**src/core/sldc_pkg.sv**
```systemverilog
/*
 * Shared constants for the serial lane deframer control block: register
 * offsets, field positions, reset values, control characters and states.
 * Assumes a byte-wide register port with 11-bit addresses.
 */
package sldc_pkg;

    // Register offsets
    localparam logic [10:0] SLDC_STATUS_ADDR = 11'h473;    // Lane alignment status, read only
    localparam logic [10:0] SLDC_PRIMARY_ADDR = 11'h475;   // Deframer control, primary
    localparam logic [10:0] SLDC_SECONDARY_ADDR = 11'h476; // Deframer control, secondary

    // Primary control fields
    localparam int unsigned SLDC_RX_OFF_BIT = 7;      // Receiver disable
    localparam int unsigned SLDC_SUBST_OFF_BIT = 6;   // Frame-end substitution off
    localparam int unsigned SLDC_SOFT_RST_BIT = 3;    // Deframer soft reset
    localparam int unsigned SLDC_FORCE_SYNC_BIT = 2;  // Forced sync request
    localparam int unsigned SLDC_ERR_REPL_BIT = 0;    // Errored frame replace on

    // Secondary control fields
    localparam int unsigned SLDC_DISP_QUAL_BIT = 4;   // Disparity error qualify
    localparam int unsigned SLDC_ALT_DESCR_BIT = 3;   // Alternative descrambler on
    localparam int unsigned SLDC_POST_SEL_BIT = 2;    // Post-alignment behaviour select
    localparam int unsigned SLDC_SKIP_ILAS_BIT = 1;   // Skip alignment sequence

    // Reset values and writable masks (reserved bits read zero)
    localparam logic [7:0] SLDC_PRIMARY_RESET = 8'h01;
    localparam logic [7:0] SLDC_SECONDARY_RESET = 8'h14;
    localparam logic [7:0] SLDC_PRIMARY_MASK = 8'hcd;
    localparam logic [7:0] SLDC_SECONDARY_MASK = 8'h1e;

    // Control characters (8b10b K codes)
    localparam logic [7:0] SLDC_CHAR_K = 8'hbc;  // Code group sync character
    localparam logic [7:0] SLDC_CHAR_R = 8'h1c;  // Multiframe start
    localparam logic [7:0] SLDC_CHAR_A = 8'h7c;  // Multiframe end
    localparam logic [7:0] SLDC_CHAR_F = 8'hfc;  // Frame end

    // Counts
    localparam logic [2:0] SLDC_CGS_K_COUNT = 3'h4;   // Consecutive /K/ for code group sync
    localparam logic [2:0] SLDC_ILAS_MF_COUNT = 3'h4; // Multiframes in the alignment sequence

    // Lane state machine, one-hot
    typedef enum logic [3:0] {
        SLDC_SEARCH = 4'b0001,
        SLDC_CGS = 4'b0010,
        SLDC_ILAS = 4'b0100,
        SLDC_DATA = 4'b1000
    } sldc_state_t;

endpackage

```
**src/core/sldc_fifo.sv**
```systemverilog
/*
 * Small synchronous FIFO with valid/ready on both sides and a flush.
 * Assumes one clock and a synchronous active-high reset.
 */
`timescale 1ns/1ns
module sldc_fifo #(
    parameter int unsigned WIDTH = 8,
    parameter int unsigned DEPTH = 4
) (
    input wire logic clk_in,
    input wire logic srst_in,
    input wire logic flush_in,
    input wire logic in_valid_in,
    output logic in_ready_out,
    input wire logic [WIDTH-1:0] in_data_in,
    output logic out_valid_out,
    input wire logic out_ready_in,
    output logic [WIDTH-1:0] out_data_out
);
    localparam int unsigned AW = (DEPTH > 1) ? $clog2(DEPTH) : 1;
    localparam logic [AW:0] FULL_COUNT = (AW+1)'(DEPTH);
    localparam logic [AW-1:0] LAST_SLOT = AW'(DEPTH - 1);

    typedef struct packed {
        logic [AW-1:0] wr_ptr;
        logic [AW-1:0] rd_ptr;
        logic [AW:0] count;
    } sldc_fifo_state_t;

    sldc_fifo_state_t s_reg; // Pointer state
    sldc_fifo_state_t s_next;
    logic [WIDTH-1:0] mem [DEPTH]; // Storage words
    logic do_wr;
    logic do_rd;

    // Wrap-aware pointer increment
    function automatic logic [AW-1:0] bump(input logic [AW-1:0] p);
        bump = (p == LAST_SLOT) ? '0 : p + 1'b1;
    endfunction

    assign in_ready_out = (s_reg.count != FULL_COUNT);
    assign out_valid_out = (s_reg.count != '0);
    assign out_data_out = mem[s_reg.rd_ptr];
    assign do_wr = in_valid_in & in_ready_out & ~flush_in;
    assign do_rd = out_valid_out & out_ready_in;

    // Pointer and count update; flush empties at once
    always_comb begin
        s_next = s_reg;
        if (do_wr) begin
            s_next.wr_ptr = bump(s_reg.wr_ptr);
        end
        if (do_rd) begin
            s_next.rd_ptr = bump(s_reg.rd_ptr);
        end
        if (do_wr && !do_rd) begin
            s_next.count = s_reg.count + 1'b1;
        end else if (do_rd && !do_wr) begin
            s_next.count = s_reg.count - 1'b1;
        end
        if (flush_in) begin
            s_next = '0;
        end
    end

    // State register
    always_ff @(posedge clk_in) begin
        if (srst_in) begin
            s_reg <= '0;
        end else begin
            s_reg <= s_next;
        end
    end

    // Storage needs no reset; count guards reads
    always_ff @(posedge clk_in) begin
        if (do_wr) begin
            mem[s_reg.wr_ptr] <= in_data_in;
        end
    end
endmodule

```
**src/core/sldc_top.sv**
```systemverilog
/*
 * Serial lane deframer control: control and status registers, lane sync
 * state machine, frame-end and errored-frame substitution, output FIFO.
 * Assumes an internal byte-wide register port from the configuration
 * interface and one lane of decoded 8b10b characters, all on clk_in.
 */
`timescale 1ns/1ns
module sldc_top
    import sldc_pkg::*;
#(
    parameter logic [3:0] DISP_ERR_LIMIT = 4'h4, // Disparity errors that force resync
    parameter int unsigned FIFO_DEPTH = 4
) (
    input wire logic clk_in,
    input wire logic srst_in,
    input wire logic [10:0] reg_addr_in,
    input wire logic reg_wr_in,
    input wire logic [7:0] reg_wdata_in,
    output logic [7:0] reg_rdata_out,
    input wire logic [4:0] lane_align_in,
    input wire logic char_valid_in,
    output logic char_ready_out,
    input wire logic [7:0] char_data_in,
    input wire logic char_is_k_in,
    input wire logic char_disp_err_in,
    input wire logic frame_end_in,
    input wire logic multiframe_end_in,
    input wire logic frame_error_in,
    output logic data_valid_out,
    input wire logic data_ready_in,
    output logic [7:0] data_out,
    output logic sync_request_out,
    output logic alt_descrambler_on_out
);
    typedef struct packed {
        logic [7:0] primary;      // Primary control register
        logic [7:0] secondary;    // Secondary control register
        logic [4:0] status;       // Per-lane alignment status
        logic [7:0] rdata;        // Read data
        sldc_state_t fsm;         // Lane sync state
        logic [2:0] kcnt;         // Consecutive /K/ count
        logic [2:0] mfcnt;        // Alignment multiframe count
        logic [3:0] errcnt;       // Disparity error count
        logic prev_k;             // Last character was /K/
        logic [7:0] last_octet;   // Final octet of the previous frame
        logic sync_req;           // Sync request toward transmitter
        logic alt_descr;          // Descrambler select toward datapath
    } sldc_state_reg_t;

    sldc_state_reg_t s_reg;
    sldc_state_reg_t s_next;
    logic fifo_ready; // FIFO can take a word
    logic push;       // Character enters the FIFO
    logic [7:0] push_data;
    logic active;     // Receiver running
    logic take;       // Character consumed this cycle
    logic is_k;
    logic k_fault;

    // Register readback decode
    function automatic logic [7:0] read_reg(input sldc_state_reg_t st, input logic [10:0] a);
        case (a)
            SLDC_STATUS_ADDR: read_reg = {3'h0, st.status};
            SLDC_PRIMARY_ADDR: read_reg = st.primary;
            SLDC_SECONDARY_ADDR: read_reg = st.secondary;
            default: read_reg = 8'h00; // Unmapped reads zero
        endcase
    endfunction

    assign active = ~s_reg.primary[SLDC_SOFT_RST_BIT] & ~s_reg.primary[SLDC_RX_OFF_BIT];
    // Disabled receiver still drains the source so the transmitter never stalls
    assign char_ready_out = fifo_ready | ~active;
    assign take = char_valid_in & active & fifo_ready;
    assign is_k = char_is_k_in & (char_data_in == SLDC_CHAR_K);
    assign k_fault = s_reg.prev_k & ~(char_is_k_in & (char_data_in == SLDC_CHAR_K
        || char_data_in == SLDC_CHAR_R));

    // Substitution of errored octets and frame-end control characters
    always_comb begin
        push_data = char_data_in;
        if (frame_error_in && s_reg.primary[SLDC_ERR_REPL_BIT]) begin
            push_data = s_reg.last_octet;
        end else if (!s_reg.primary[SLDC_SUBST_OFF_BIT] && char_is_k_in
            && ((frame_end_in && char_data_in == SLDC_CHAR_F)
            || (multiframe_end_in && char_data_in == SLDC_CHAR_A))) begin
            push_data = s_reg.last_octet;
        end
    end

    // Next state: lane sync, registers, outputs
    always_comb begin
        s_next = s_reg;
        push = 1'b0;
        if (take) begin
            s_next.prev_k = is_k;
            case (s_reg.fsm)
                SLDC_SEARCH: begin
                    s_next.kcnt = is_k ? s_reg.kcnt + 1'b1 : 3'h0;
                    if (is_k && s_reg.kcnt == SLDC_CGS_K_COUNT - 3'h1) begin
                        s_next.fsm = SLDC_CGS;
                        s_next.kcnt = 3'h0;
                        s_next.errcnt = 4'h0;
                    end
                end
                SLDC_CGS: begin
                    if (is_k) begin
                        s_next.fsm = SLDC_CGS; // Still in sync pattern
                    end else if (s_reg.secondary[SLDC_SKIP_ILAS_BIT]) begin
                        s_next.fsm = SLDC_DATA;
                        push = 1'b1;
                    end else if (char_is_k_in && char_data_in == SLDC_CHAR_R) begin
                        s_next.fsm = SLDC_ILAS;
                        s_next.mfcnt = 3'h0;
                    end
                end
                SLDC_ILAS: begin
                    if (multiframe_end_in) begin
                        s_next.mfcnt = s_reg.mfcnt + 1'b1;
                        if (s_reg.mfcnt == SLDC_ILAS_MF_COUNT - 3'h1) begin
                            s_next.fsm = SLDC_DATA;
                        end
                    end
                end
                SLDC_DATA: begin
                    push = 1'b1;
                end
                default: begin
                    s_next.fsm = SLDC_SEARCH;
                end
            endcase
            // Loss of sync after code group sync
            if (s_reg.fsm != SLDC_SEARCH) begin
                if (s_reg.secondary[SLDC_POST_SEL_BIT]) begin
                    // Without the alignment sequence user data follows the last /K/, so that is no fault
                    if (k_fault && !(s_reg.fsm == SLDC_CGS && s_reg.secondary[SLDC_SKIP_ILAS_BIT])) begin
                        s_next.fsm = SLDC_SEARCH;
                        push = 1'b0;
                    end
                end else if (char_disp_err_in) begin
                    s_next.errcnt = s_reg.errcnt + 1'b1;
                    if (s_reg.errcnt == DISP_ERR_LIMIT - 4'h1) begin
                        s_next.fsm = SLDC_SEARCH;
                        push = 1'b0;
                    end
                end
            end
            if (push && (frame_end_in || multiframe_end_in)) begin
                s_next.last_octet = push_data;
            end
        end
        s_next.status = lane_align_in;
        // Soft reset holds the deframer at its power-on state
        if (s_reg.primary[SLDC_SOFT_RST_BIT]) begin
            s_next.status = 5'h00;
            s_next.fsm = SLDC_SEARCH;
            s_next.kcnt = 3'h0;
            s_next.mfcnt = 3'h0;
            s_next.errcnt = 4'h0;
            s_next.prev_k = 1'b0;
            s_next.last_octet = 8'h00;
            push = 1'b0;
        end
        if (reg_wr_in && reg_addr_in == SLDC_PRIMARY_ADDR) begin
            s_next.primary = reg_wdata_in & SLDC_PRIMARY_MASK;
        end
        if (reg_wr_in && reg_addr_in == SLDC_SECONDARY_ADDR) begin
            s_next.secondary = reg_wdata_in & SLDC_SECONDARY_MASK;
        end
        s_next.sync_req = s_reg.primary[SLDC_FORCE_SYNC_BIT] | (s_next.fsm == SLDC_SEARCH);
        s_next.alt_descr = s_reg.secondary[SLDC_ALT_DESCR_BIT];
        s_next.rdata = read_reg(s_reg, reg_addr_in);
    end

    // State register
    always_ff @(posedge clk_in) begin
        if (srst_in) begin
            s_reg <= '0;
            s_reg.primary <= SLDC_PRIMARY_RESET;
            s_reg.secondary <= SLDC_SECONDARY_RESET;
            s_reg.fsm <= SLDC_SEARCH;
            s_reg.sync_req <= 1'b1;
        end else begin
            s_reg <= s_next;
        end
    end

    assign reg_rdata_out = s_reg.rdata;
    assign sync_request_out = s_reg.sync_req;
    assign alt_descrambler_on_out = s_reg.alt_descr;

    // Output buffer; flushed by soft reset
    sldc_fifo #(
        .WIDTH(8),
        .DEPTH(FIFO_DEPTH)
    ) sldc_fifo_i (
        .clk_in(clk_in),
        .srst_in(srst_in),
        .flush_in(s_reg.primary[SLDC_SOFT_RST_BIT]),
        .in_valid_in(push),
        .in_ready_out(fifo_ready),
        .in_data_in(push_data),
        .out_valid_out(data_valid_out),
        .out_ready_in(data_ready_in),
        .out_data_out(data_out)
    );

    status_soft_rst_a: assert property (@(posedge clk_in) disable iff (srst_in)
        s_reg.primary[SLDC_SOFT_RST_BIT] |=> s_reg.status == 5'h00)
        else $error("Status not cleared in soft reset");
    rx_disable_a: assert property (@(posedge clk_in) disable iff (srst_in)
        s_reg.primary[SLDC_RX_OFF_BIT] |-> !push)
        else $error("Push while receiver disabled");
    subst_off_a: assert property (@(posedge clk_in) disable iff (srst_in)
        push && s_reg.primary[SLDC_SUBST_OFF_BIT] && !frame_error_in |-> push_data == char_data_in)
        else $error("Substitution while disabled");
    soft_rst_fsm_a: assert property (@(posedge clk_in) disable iff (srst_in)
        s_reg.primary[SLDC_SOFT_RST_BIT] |=> s_reg.fsm == SLDC_SEARCH && sync_request_out)
        else $error("Soft reset left deframer running");
    forced_sync_a: assert property (@(posedge clk_in) disable iff (srst_in)
        s_reg.primary[SLDC_FORCE_SYNC_BIT] [*2] |-> sync_request_out)
        else $error("Forced sync request not asserted");
    err_replace_a: assert property (@(posedge clk_in) disable iff (srst_in)
        push && frame_error_in && s_reg.primary[SLDC_ERR_REPL_BIT] |-> push_data == s_reg.last_octet)
        else $error("Errored octet not replaced");
    alt_descr_a: assert property (@(posedge clk_in) disable iff (srst_in)
        ##1 alt_descrambler_on_out == $past(s_reg.secondary[SLDC_ALT_DESCR_BIT]))
        else $error("Descrambler select mismatch");
    disp_mode_a: assert property (@(posedge clk_in) disable iff (srst_in)
        take && s_reg.fsm == SLDC_DATA && !s_reg.secondary[SLDC_POST_SEL_BIT] && !char_disp_err_in
        && !s_reg.primary[SLDC_SOFT_RST_BIT] |=> s_reg.fsm == SLDC_DATA)
        else $error("Resync without disparity error");
    k_fault_a: assert property (@(posedge clk_in) disable iff (srst_in)
        take && k_fault && s_reg.fsm != SLDC_SEARCH && s_reg.secondary[SLDC_POST_SEL_BIT]
        && !(s_reg.fsm == SLDC_CGS && s_reg.secondary[SLDC_SKIP_ILAS_BIT])
        |=> s_reg.fsm == SLDC_SEARCH ##1 sync_request_out)
        else $error("K fault did not request sync");
    skip_ilas_a: assert property (@(posedge clk_in) disable iff (srst_in)
        take && s_reg.fsm == SLDC_CGS && !char_is_k_in && s_reg.secondary[SLDC_SKIP_ILAS_BIT]
        && !s_reg.primary[SLDC_SOFT_RST_BIT] && !char_disp_err_in
        |-> push)
        else $error("User data after sync not taken");
endmodule

```
**config.mk**
```make
export PLATFORM = sky130hd
export DESIGN_NAME = sldc_top
export DESIGN_NICKNAME = d
export VERILOG_FILES = /design/src/core/sldc_pkg.sv /design/src/core/sldc_fifo.sv /design/src/core/sldc_top.sv
export SDC_FILE = /design/constraint.sdc
export NUM_CORES = 1
export LEC_CHECK = 0
export BUFFER_PORTS_ARGS = -buffer_cell sky130_fd_sc_hd__buf_4
export CORE_ASPECT_RATIO = 0.9
export CORE_UTILIZATION = 61
export DETAILED_ROUTE_END_ITERATION = 8
export PLACE_DENSITY = 0.91
export SYNTH_ARGS = -nofsm -noshare
export SYNTH_HDL_FRONTEND = slang
export SYNTH_HIERARCHICAL = 1
export SYNTH_SLANG_ARGS = --single-unit
```
**constraint.sdc**
```tcl
create_clock -name clk_in -period 6.7 [get_ports clk_in]
set_input_delay 1.005 -clock clk_in [delete_from_list [all_inputs] [get_ports clk_in]]
set_output_delay 1.005 -clock clk_in [all_outputs]
set_load 0.005 [all_outputs]
```
==> results.json, run 1 <==
{
  "num_antenna_cells": 0,
  "synth-edff-count": 32,
  "ctsHoldBuffers": 0,
  "finalSetupViolCount": 0,
  "seq_area_frac_synth_pct": 50.02,
  "tightest_slew_ns": 0.7752,
  "hold_violations": 0,
  "relSlewSlack_pct": 47.84,
  "cellLeakagePower_nw": 1.785,
  "drv_slew": 0,
  "grt.overflow.total": 0,
  "fin_crit_sh_pct": 57.16,
  "syn_nets": 434,
  "globalplace.congestion": 0.8804,
  "arrival_ns": 4.13,
  "grt_pass1_wl_mm": 13.50,
  "rr_worst_depth": 13,
  "fin_area_um2": 4716,
  "hold_path_depth": 2,
  "hp-start": "s_reg[19]",
  "max_freq_mhz": 261.1,
  "start_util_pct": 62.93,
  "place_area_um2": 4552,
  "cts_buffers": 9,
  "clock-skew-final_ns": 0.01051,
  "grt_start_max_net_pins": 22,
  "rsz0062_at_grt": "no",
  "cts_root_buffer": "clkbuf_8",
  "cts_tree": "done",
  "p_per_area_nw_per_um2": 194.9,
  "drive_gt1_share_pct": 25.75,
  "r2r-start": "sldc_fifo_i/s_reg[0]",
  "syn_area_per_cell_um2": 10.85,
  "postRouteAntennaNets": 0,
  "period_needed_ns": 3.830,
  "peakVddDrop_uv": 107.8,
  "ys_seq_elements": 87,
  "async_reset_ff_share_pct": 0,
  "grt_usage_pct": 25.86,
  "fin_util_pct": 71.98,
  "die_x_um": 88.66,
  "rows": 28,
  "crit_path_start_kind": "input port",
  "cts-resized-gates": 0,
  "tns_ns": 0,
  "clk_pin_slew_worst_paths_ns": 0.09,
  "required_ns": 7.00,
  "dr.pass1.iters": 4,
  "synth_flop_cell": "dfxtp_1",
  "drc": 0,
  "drt_iter0_drc": 269,
  "portBuffers": 59,
  "synth_cell_types": 67,
  "ff2ff_setup_slack_ns": 3.17,
  "cts_post_setup_buffers_inserted": 0,
  "holdPathEnd": "s_reg[19]",
  "syn-cell-area_um2": 4123,
  "wl_mm": 8.607,
  "ys_warn_count": 6,
  "cts_sinks": 87,
  "dpl.hpwl_mm": 6.323,
  "cts.htree.levels": 3,
  "cp_max_fo": 7,
  "vias": 3148,
  "status": "complete, no violations",
  "viasPerCell": 6.042,
  "core_um2": 6551,
  "ioPinCount": 62,
  "antenna_found_initial": 0,
  "wl_per_cell_um": 16.52,
  "hold_class": "flip-flop to flip-flop",
  "fp.dieH_um": 79.99,
  "area_growth_pct": 14.39,
  "grt_pass1_vias": 2954,
  "crit_path_end_kind": "flip-flop",
  "r2r-end": "sldc_fifo_i/s_reg[2]",
  "final_nets": 480,
  "clock_latency_ns": 0.36,
  "fp.dieArea_um2": 7092,
  "max_cap_viol_count": 0,
  "largest_reg_flops": 36,
  "holdWs_ns": 0.4609,
  "worstSetupPathType": "input port to flip-flop",
  "cts.path.max_buffers": 2,
  "syn_inst": 380
}
==> worst max path at each step <==
stage	start	endpoint	cells past startpoint
after CTS	char_data_in[0]	sldc_fifo_i/s_reg[2]	13
final	char_data_in[0]	sldc_fifo_i/s_reg[2]	13
after floorplan	char_data_in[0]	sldc_fifo_i/s_reg[2]	13
after global routing	char_data_in[0]	sldc_fifo_i/s_reg[2]	13
after detailed placement	char_data_in[0]	sldc_fifo_i/s_reg[2]	13
after global placement	char_data_in[0]	sldc_fifo_i/s_reg[2]	13
==> layout by cell type (no fill, tap or decap), drive strengths merged, types with 4 or more instances in the layout <==
cell type  Yosys  routed
and3b          5       5
nand3         14      14
a22oi          4       4
buf           14      61
nand3b         6       6
ha            11      11
nor3           7       7
o21ai         10      10
nand4bb        4       4
xor2           5       5
dfxtp         55      55
mux2i          9       9
nor4           5       5
nand2         41      41
o31ai          7       7
and3           6       6
or3            7       7
mux4           8       8
and2           7       7
edfxtp        32      32
a21oi         17      17
inv            8       9
or2            5       5
mux2           6       6
nor2b          5       5
clkbuf        12      11
nor2          28      28
==> worst max-delay path: stages <==
cell       delay [ns]
buf_4            0.12
nand4bb_1        0.42
nor3_1           0.52
o31ai_4          0.16
nor2_1           0.17
and2b_2          0.23
and2_4           0.18
ha_1             0.18
inv_1            0.06
fa_1             0.38
xor2_1           0.16
or3_2            0.40
a21oi_1          0.14
==> power breakdown <==
part	switching (mW)	internal (mW)	leakage, nW
Sequential	0.000485	0.548	0.736
Combinational	0.0280	0.0258	0.972
Clock	0.182	0.134	0.0774
Total	0.211	0.708	1.79
==> logic make-up (layout without fill, tap and decap cells) <==
| family | count (synthesis) | in the layout | share of synthesized area (%) |
|---|---|---|---|
| flops | 87 | 87 | 50.02 |
| buf+inv | 34 | 85 | 4.158 |
| mux | 23 | 23 | 8.194 |
| other cells | 1 | 1 | 0.09096 |
| compound gates | 62 | 62 | 11.26 |
| xor+xnor | 5 | 5 | 1.062 |
| fa+ha+maj | 12 | 12 | 3.824 |
| simple gates | 156 | 156 | 21.40 |
==> cell type report <==
class | instances | area (um2)
inverter | 8 | 30.03
timing repair buffer | 61 | 457.9
tap | 90 | 112.6
clock buffer | 11 | 131.4
fill | 462 | 1836
clock inverter | 5 | 32.53
sequential | 87 | 2062
multi-input combinational | 259 | 1889
==> metrics by stage <==
stage,std cells,power (mW),worst slack [ns]
after floorplan,380,0.5869,3.137
after global placement,505,0.6117,2.747
after detailed placement,505,0.6142,2.555
after CTS,521,0.9215,2.929
after global routing,521,0.9499,2.718
final,521,0.9193,2.870
==> Yosys cell counts (5+ instances only) <==
cell type	count	share of area, %
inv_1	8	0.73
nor3_1	6	0.73
mux2i_1	9	2.2
buf_4	8	1.5
and2_1	6	0.91
or3_1	5	0.76
dfxtp_1	55	27
clkbuf_1	11	1.0
edfxtp_1	32	23
nand3_1	14	1.7
and3b_1	5	1.1
nor2_1	28	2.5
ha_1	11	3.3
mux2_2	6	1.6
a21oi_1	17	2.1
nor2b_1	5	0.76
nand2_1	41	3.7
o21ai_0	10	1.2
mux4_2	8	4.4
xor2_1	5	1.1
nand3b_1	6	1.1
==> layer usage <==
layer	global-route usage (%)	wire (um)	up-vias
met5	0	0	-
met4	11.29	189	0
met3	6.825	515	22
met2	42.23	4146	129
met1	32.14	3755	1515
li1	-	-	1482
No activity file was read; power rests on OpenSTA's default activity.
==> run 2, diff against run 1 <==
- CORE_UTILIZATION: 61 -> 57
- PLACE_DENSITY: 0.91 -> 0.86
- clock period: 6.7 -> 4 ns (I/O delays scaled with it)
==> run 2 against run 1 <==
Compared with the run above: worst hold slack got worse by 0.034 ns; total power increased by 75%; worst setup slack got worse by 2.3 ns; routed wire length decreased by 4.4%; combinational power increased by 66%; count of clock-buffer cells in the layout decreased by 2; critical endpoint unchanged; largest power group unchanged.
==> results.json, run 2 (synthesis results as in run 1) <==
{
  "max_cap_viol_count": 0,
  "period_needed_ns": 3.451,
  "grt_pass1_vias": 2809,
  "largest_reg_flops": 36,
  "required_ns": 4.30,
  "grt.overflow.total": 0,
  "antenna_found_initial": 0,
  "drc": 0,
  "fp.dieArea_um2": 7577,
  "wl_mm": 8.228,
  "finalSetupViolCount": 0,
  "drv_slew": 0,
  "cts_root_buffer": "clkbuf_8",
  "ctsHoldBuffers": 0,
  "crit_chain": "or3b_1 > nand4bb_1 > a31oi_4 > o31ai_4 > nor2_1 > and2b_2 > and2_4 > ha_1 > inv_1 > fa_1 > xor2_1 > or3_2 > a21oi_1",
  "final_nets": 482,
  "hold_violations": 0,
  "worst_path_largest_cell_delay_ns": 0.43,
  "cts_buffers": 9,
  "num_antenna_cells": 0,
  "cts_tree": "done",
  "tns_ns": 0,
  "hold_class": "input port to flip-flop",
  "crit_path_end_kind": "flip-flop",
  "globalplace.congestion": 0.8574,
  "cts_sinks": 87,
  "clock_latency_ns": 0.37,
  "mostFrequentLayoutCells": "63 x buf_4, 55 x dfxtp_1, 41 x nand2_1",
  "dr.pass1.iters": 4,
  "path_buf_inv": 1,
  "cellLeakagePower_nw": 1.818,
  "grt_start_max_net_pins": 22,
  "tightest_slew_ns": 0.7803,
  "start_util_pct": 58.57,
  "multi_input_area_um2": 1889,
  "status": "complete, no violations",
  "rsz0062_at_grt": "no",
  "cp_max_fo": 7,
  "cts.htree.levels": 3,
  "cts-resized-gates": 0,
  "grt_usage_pct": 22.64,
  "viasPerCell": 5.774,
  "vias": 3037,
  "place_inst": 510,
  "die_x_um": 91.65,
  "power.total_mw": 1.609,
  "num-fill-cells": 557,
  "dpl.hpwl_mm": 5.930,
  "peakVddDrop_uv": 277.8,
  "final_common_cell": "buf_4",
  "worstSetupPathType": "flip-flop to flip-flop",
  "portBuffers": 59,
  "fin_crit_sh_pct": 86.28,
  "crit_family": "simple AND/OR/NAND/NOR gates",
  "grt_pass1_wl_mm": 13.03,
  "holdWs_ns": 0.4269,
  "p_per_area_nw_per_um2": 337.8,
  "relSlewSlack_pct": 47.55,
  "fp.dieH_um": 82.68,
  "rows": 29,
  "fin_cells": 526,
  "cts.path.max_buffers": 2,
  "area_growth_pct": 15.54,
  "max_freq_mhz": 289.7,
  "postRouteAntennaNets": 0,
  "cp_slowest_cell": "dfxtp_1",
  "cts_post_setup_buffers_inserted": 0,
  "drt_iter0_drc": 264,
  "seq_area_um2": 2062,
  "ioPinCount": 62,
  "wl_per_cell_um": 15.64,
  "clock-skew-final_ns": 0.008651,
  "drive_gt1_share_pct": 26.79,
  "clk_pin_slew_worst_paths_ns": 0.09,
  "crit_path_start_kind": "flip-flop",
  "core_um2": 7039,
  "arrival_ns": 3.76
}
## run 2: cell count changes in the layout (fill, tap and decap cells not counted), moves of 2 or more
cell,before,now
buf_4,61,63
inv_6,1,3
inv_8,0,3
clkbuf_1,2,0
clkinvlp_4,2,0
## run 2: final cells by class
cell class	count	share of cell area, %
Sequential cell	87	43.29
Timing Repair Buffer	63	9.929
Inverter	8	0.6304
Tap cell	93	2.443
Clock inverter	7	1.445
Multi-Input combinational cell	259	39.66
Clock buffer	9	2.600
## run 2: final timing paths
kind,from,end,slack [ns],cells past startpoint
setup reg to reg,sldc_fifo_i/s_reg[0],sldc_fifo_i/s_reg[2],0.55,13
hold reg to reg,s_reg[9],s_reg[9],0.46,2
setup / recovery,sldc_fifo_i/s_reg[0],sldc_fifo_i/s_reg[2],0.55,13
hold / removal,lane_align_in[4],s_reg[37],0.43,2
## run 2: power breakdown
group / internal [mW] / leakage (nW) / switching (mW) / total (mW)
sequential: 0.918 / 0.736 / 0.000854 / 0.919
clock: 0.246 / 0.101 / 0.354 / 0.600
combinational: 0.0433 / 0.982 / 0.0463 / 0.0897
## run 2: metal layers
layer	up-vias	track usage (%)	part of all wire (%)
li1	1488	-	-
met1	1432	29.01	45
met2	106	37.52	47
met3	11	6.960	7.0
met4	0	6.349	1.2
met5	-	0	0
## run 2: metrics by stage
| stage | setup slack (ns) | util (%) | area (um2) |
|---|---|---|---|
| 2_1_floorplan | 0.8422 | - | 4123 |
| 3_3_place_gp | 0.4818 | 64.93 | 4571 |
| 6_report | 0.5487 | 67.67 | 4763 |
| 4_1_cts | 0.5786 | 67.67 | 4763 |
| 5_1_grt | 0.4006 | 67.67 | 4763 |
| 3_5_place_dp | 0.3568 | 64.93 | 4571 |
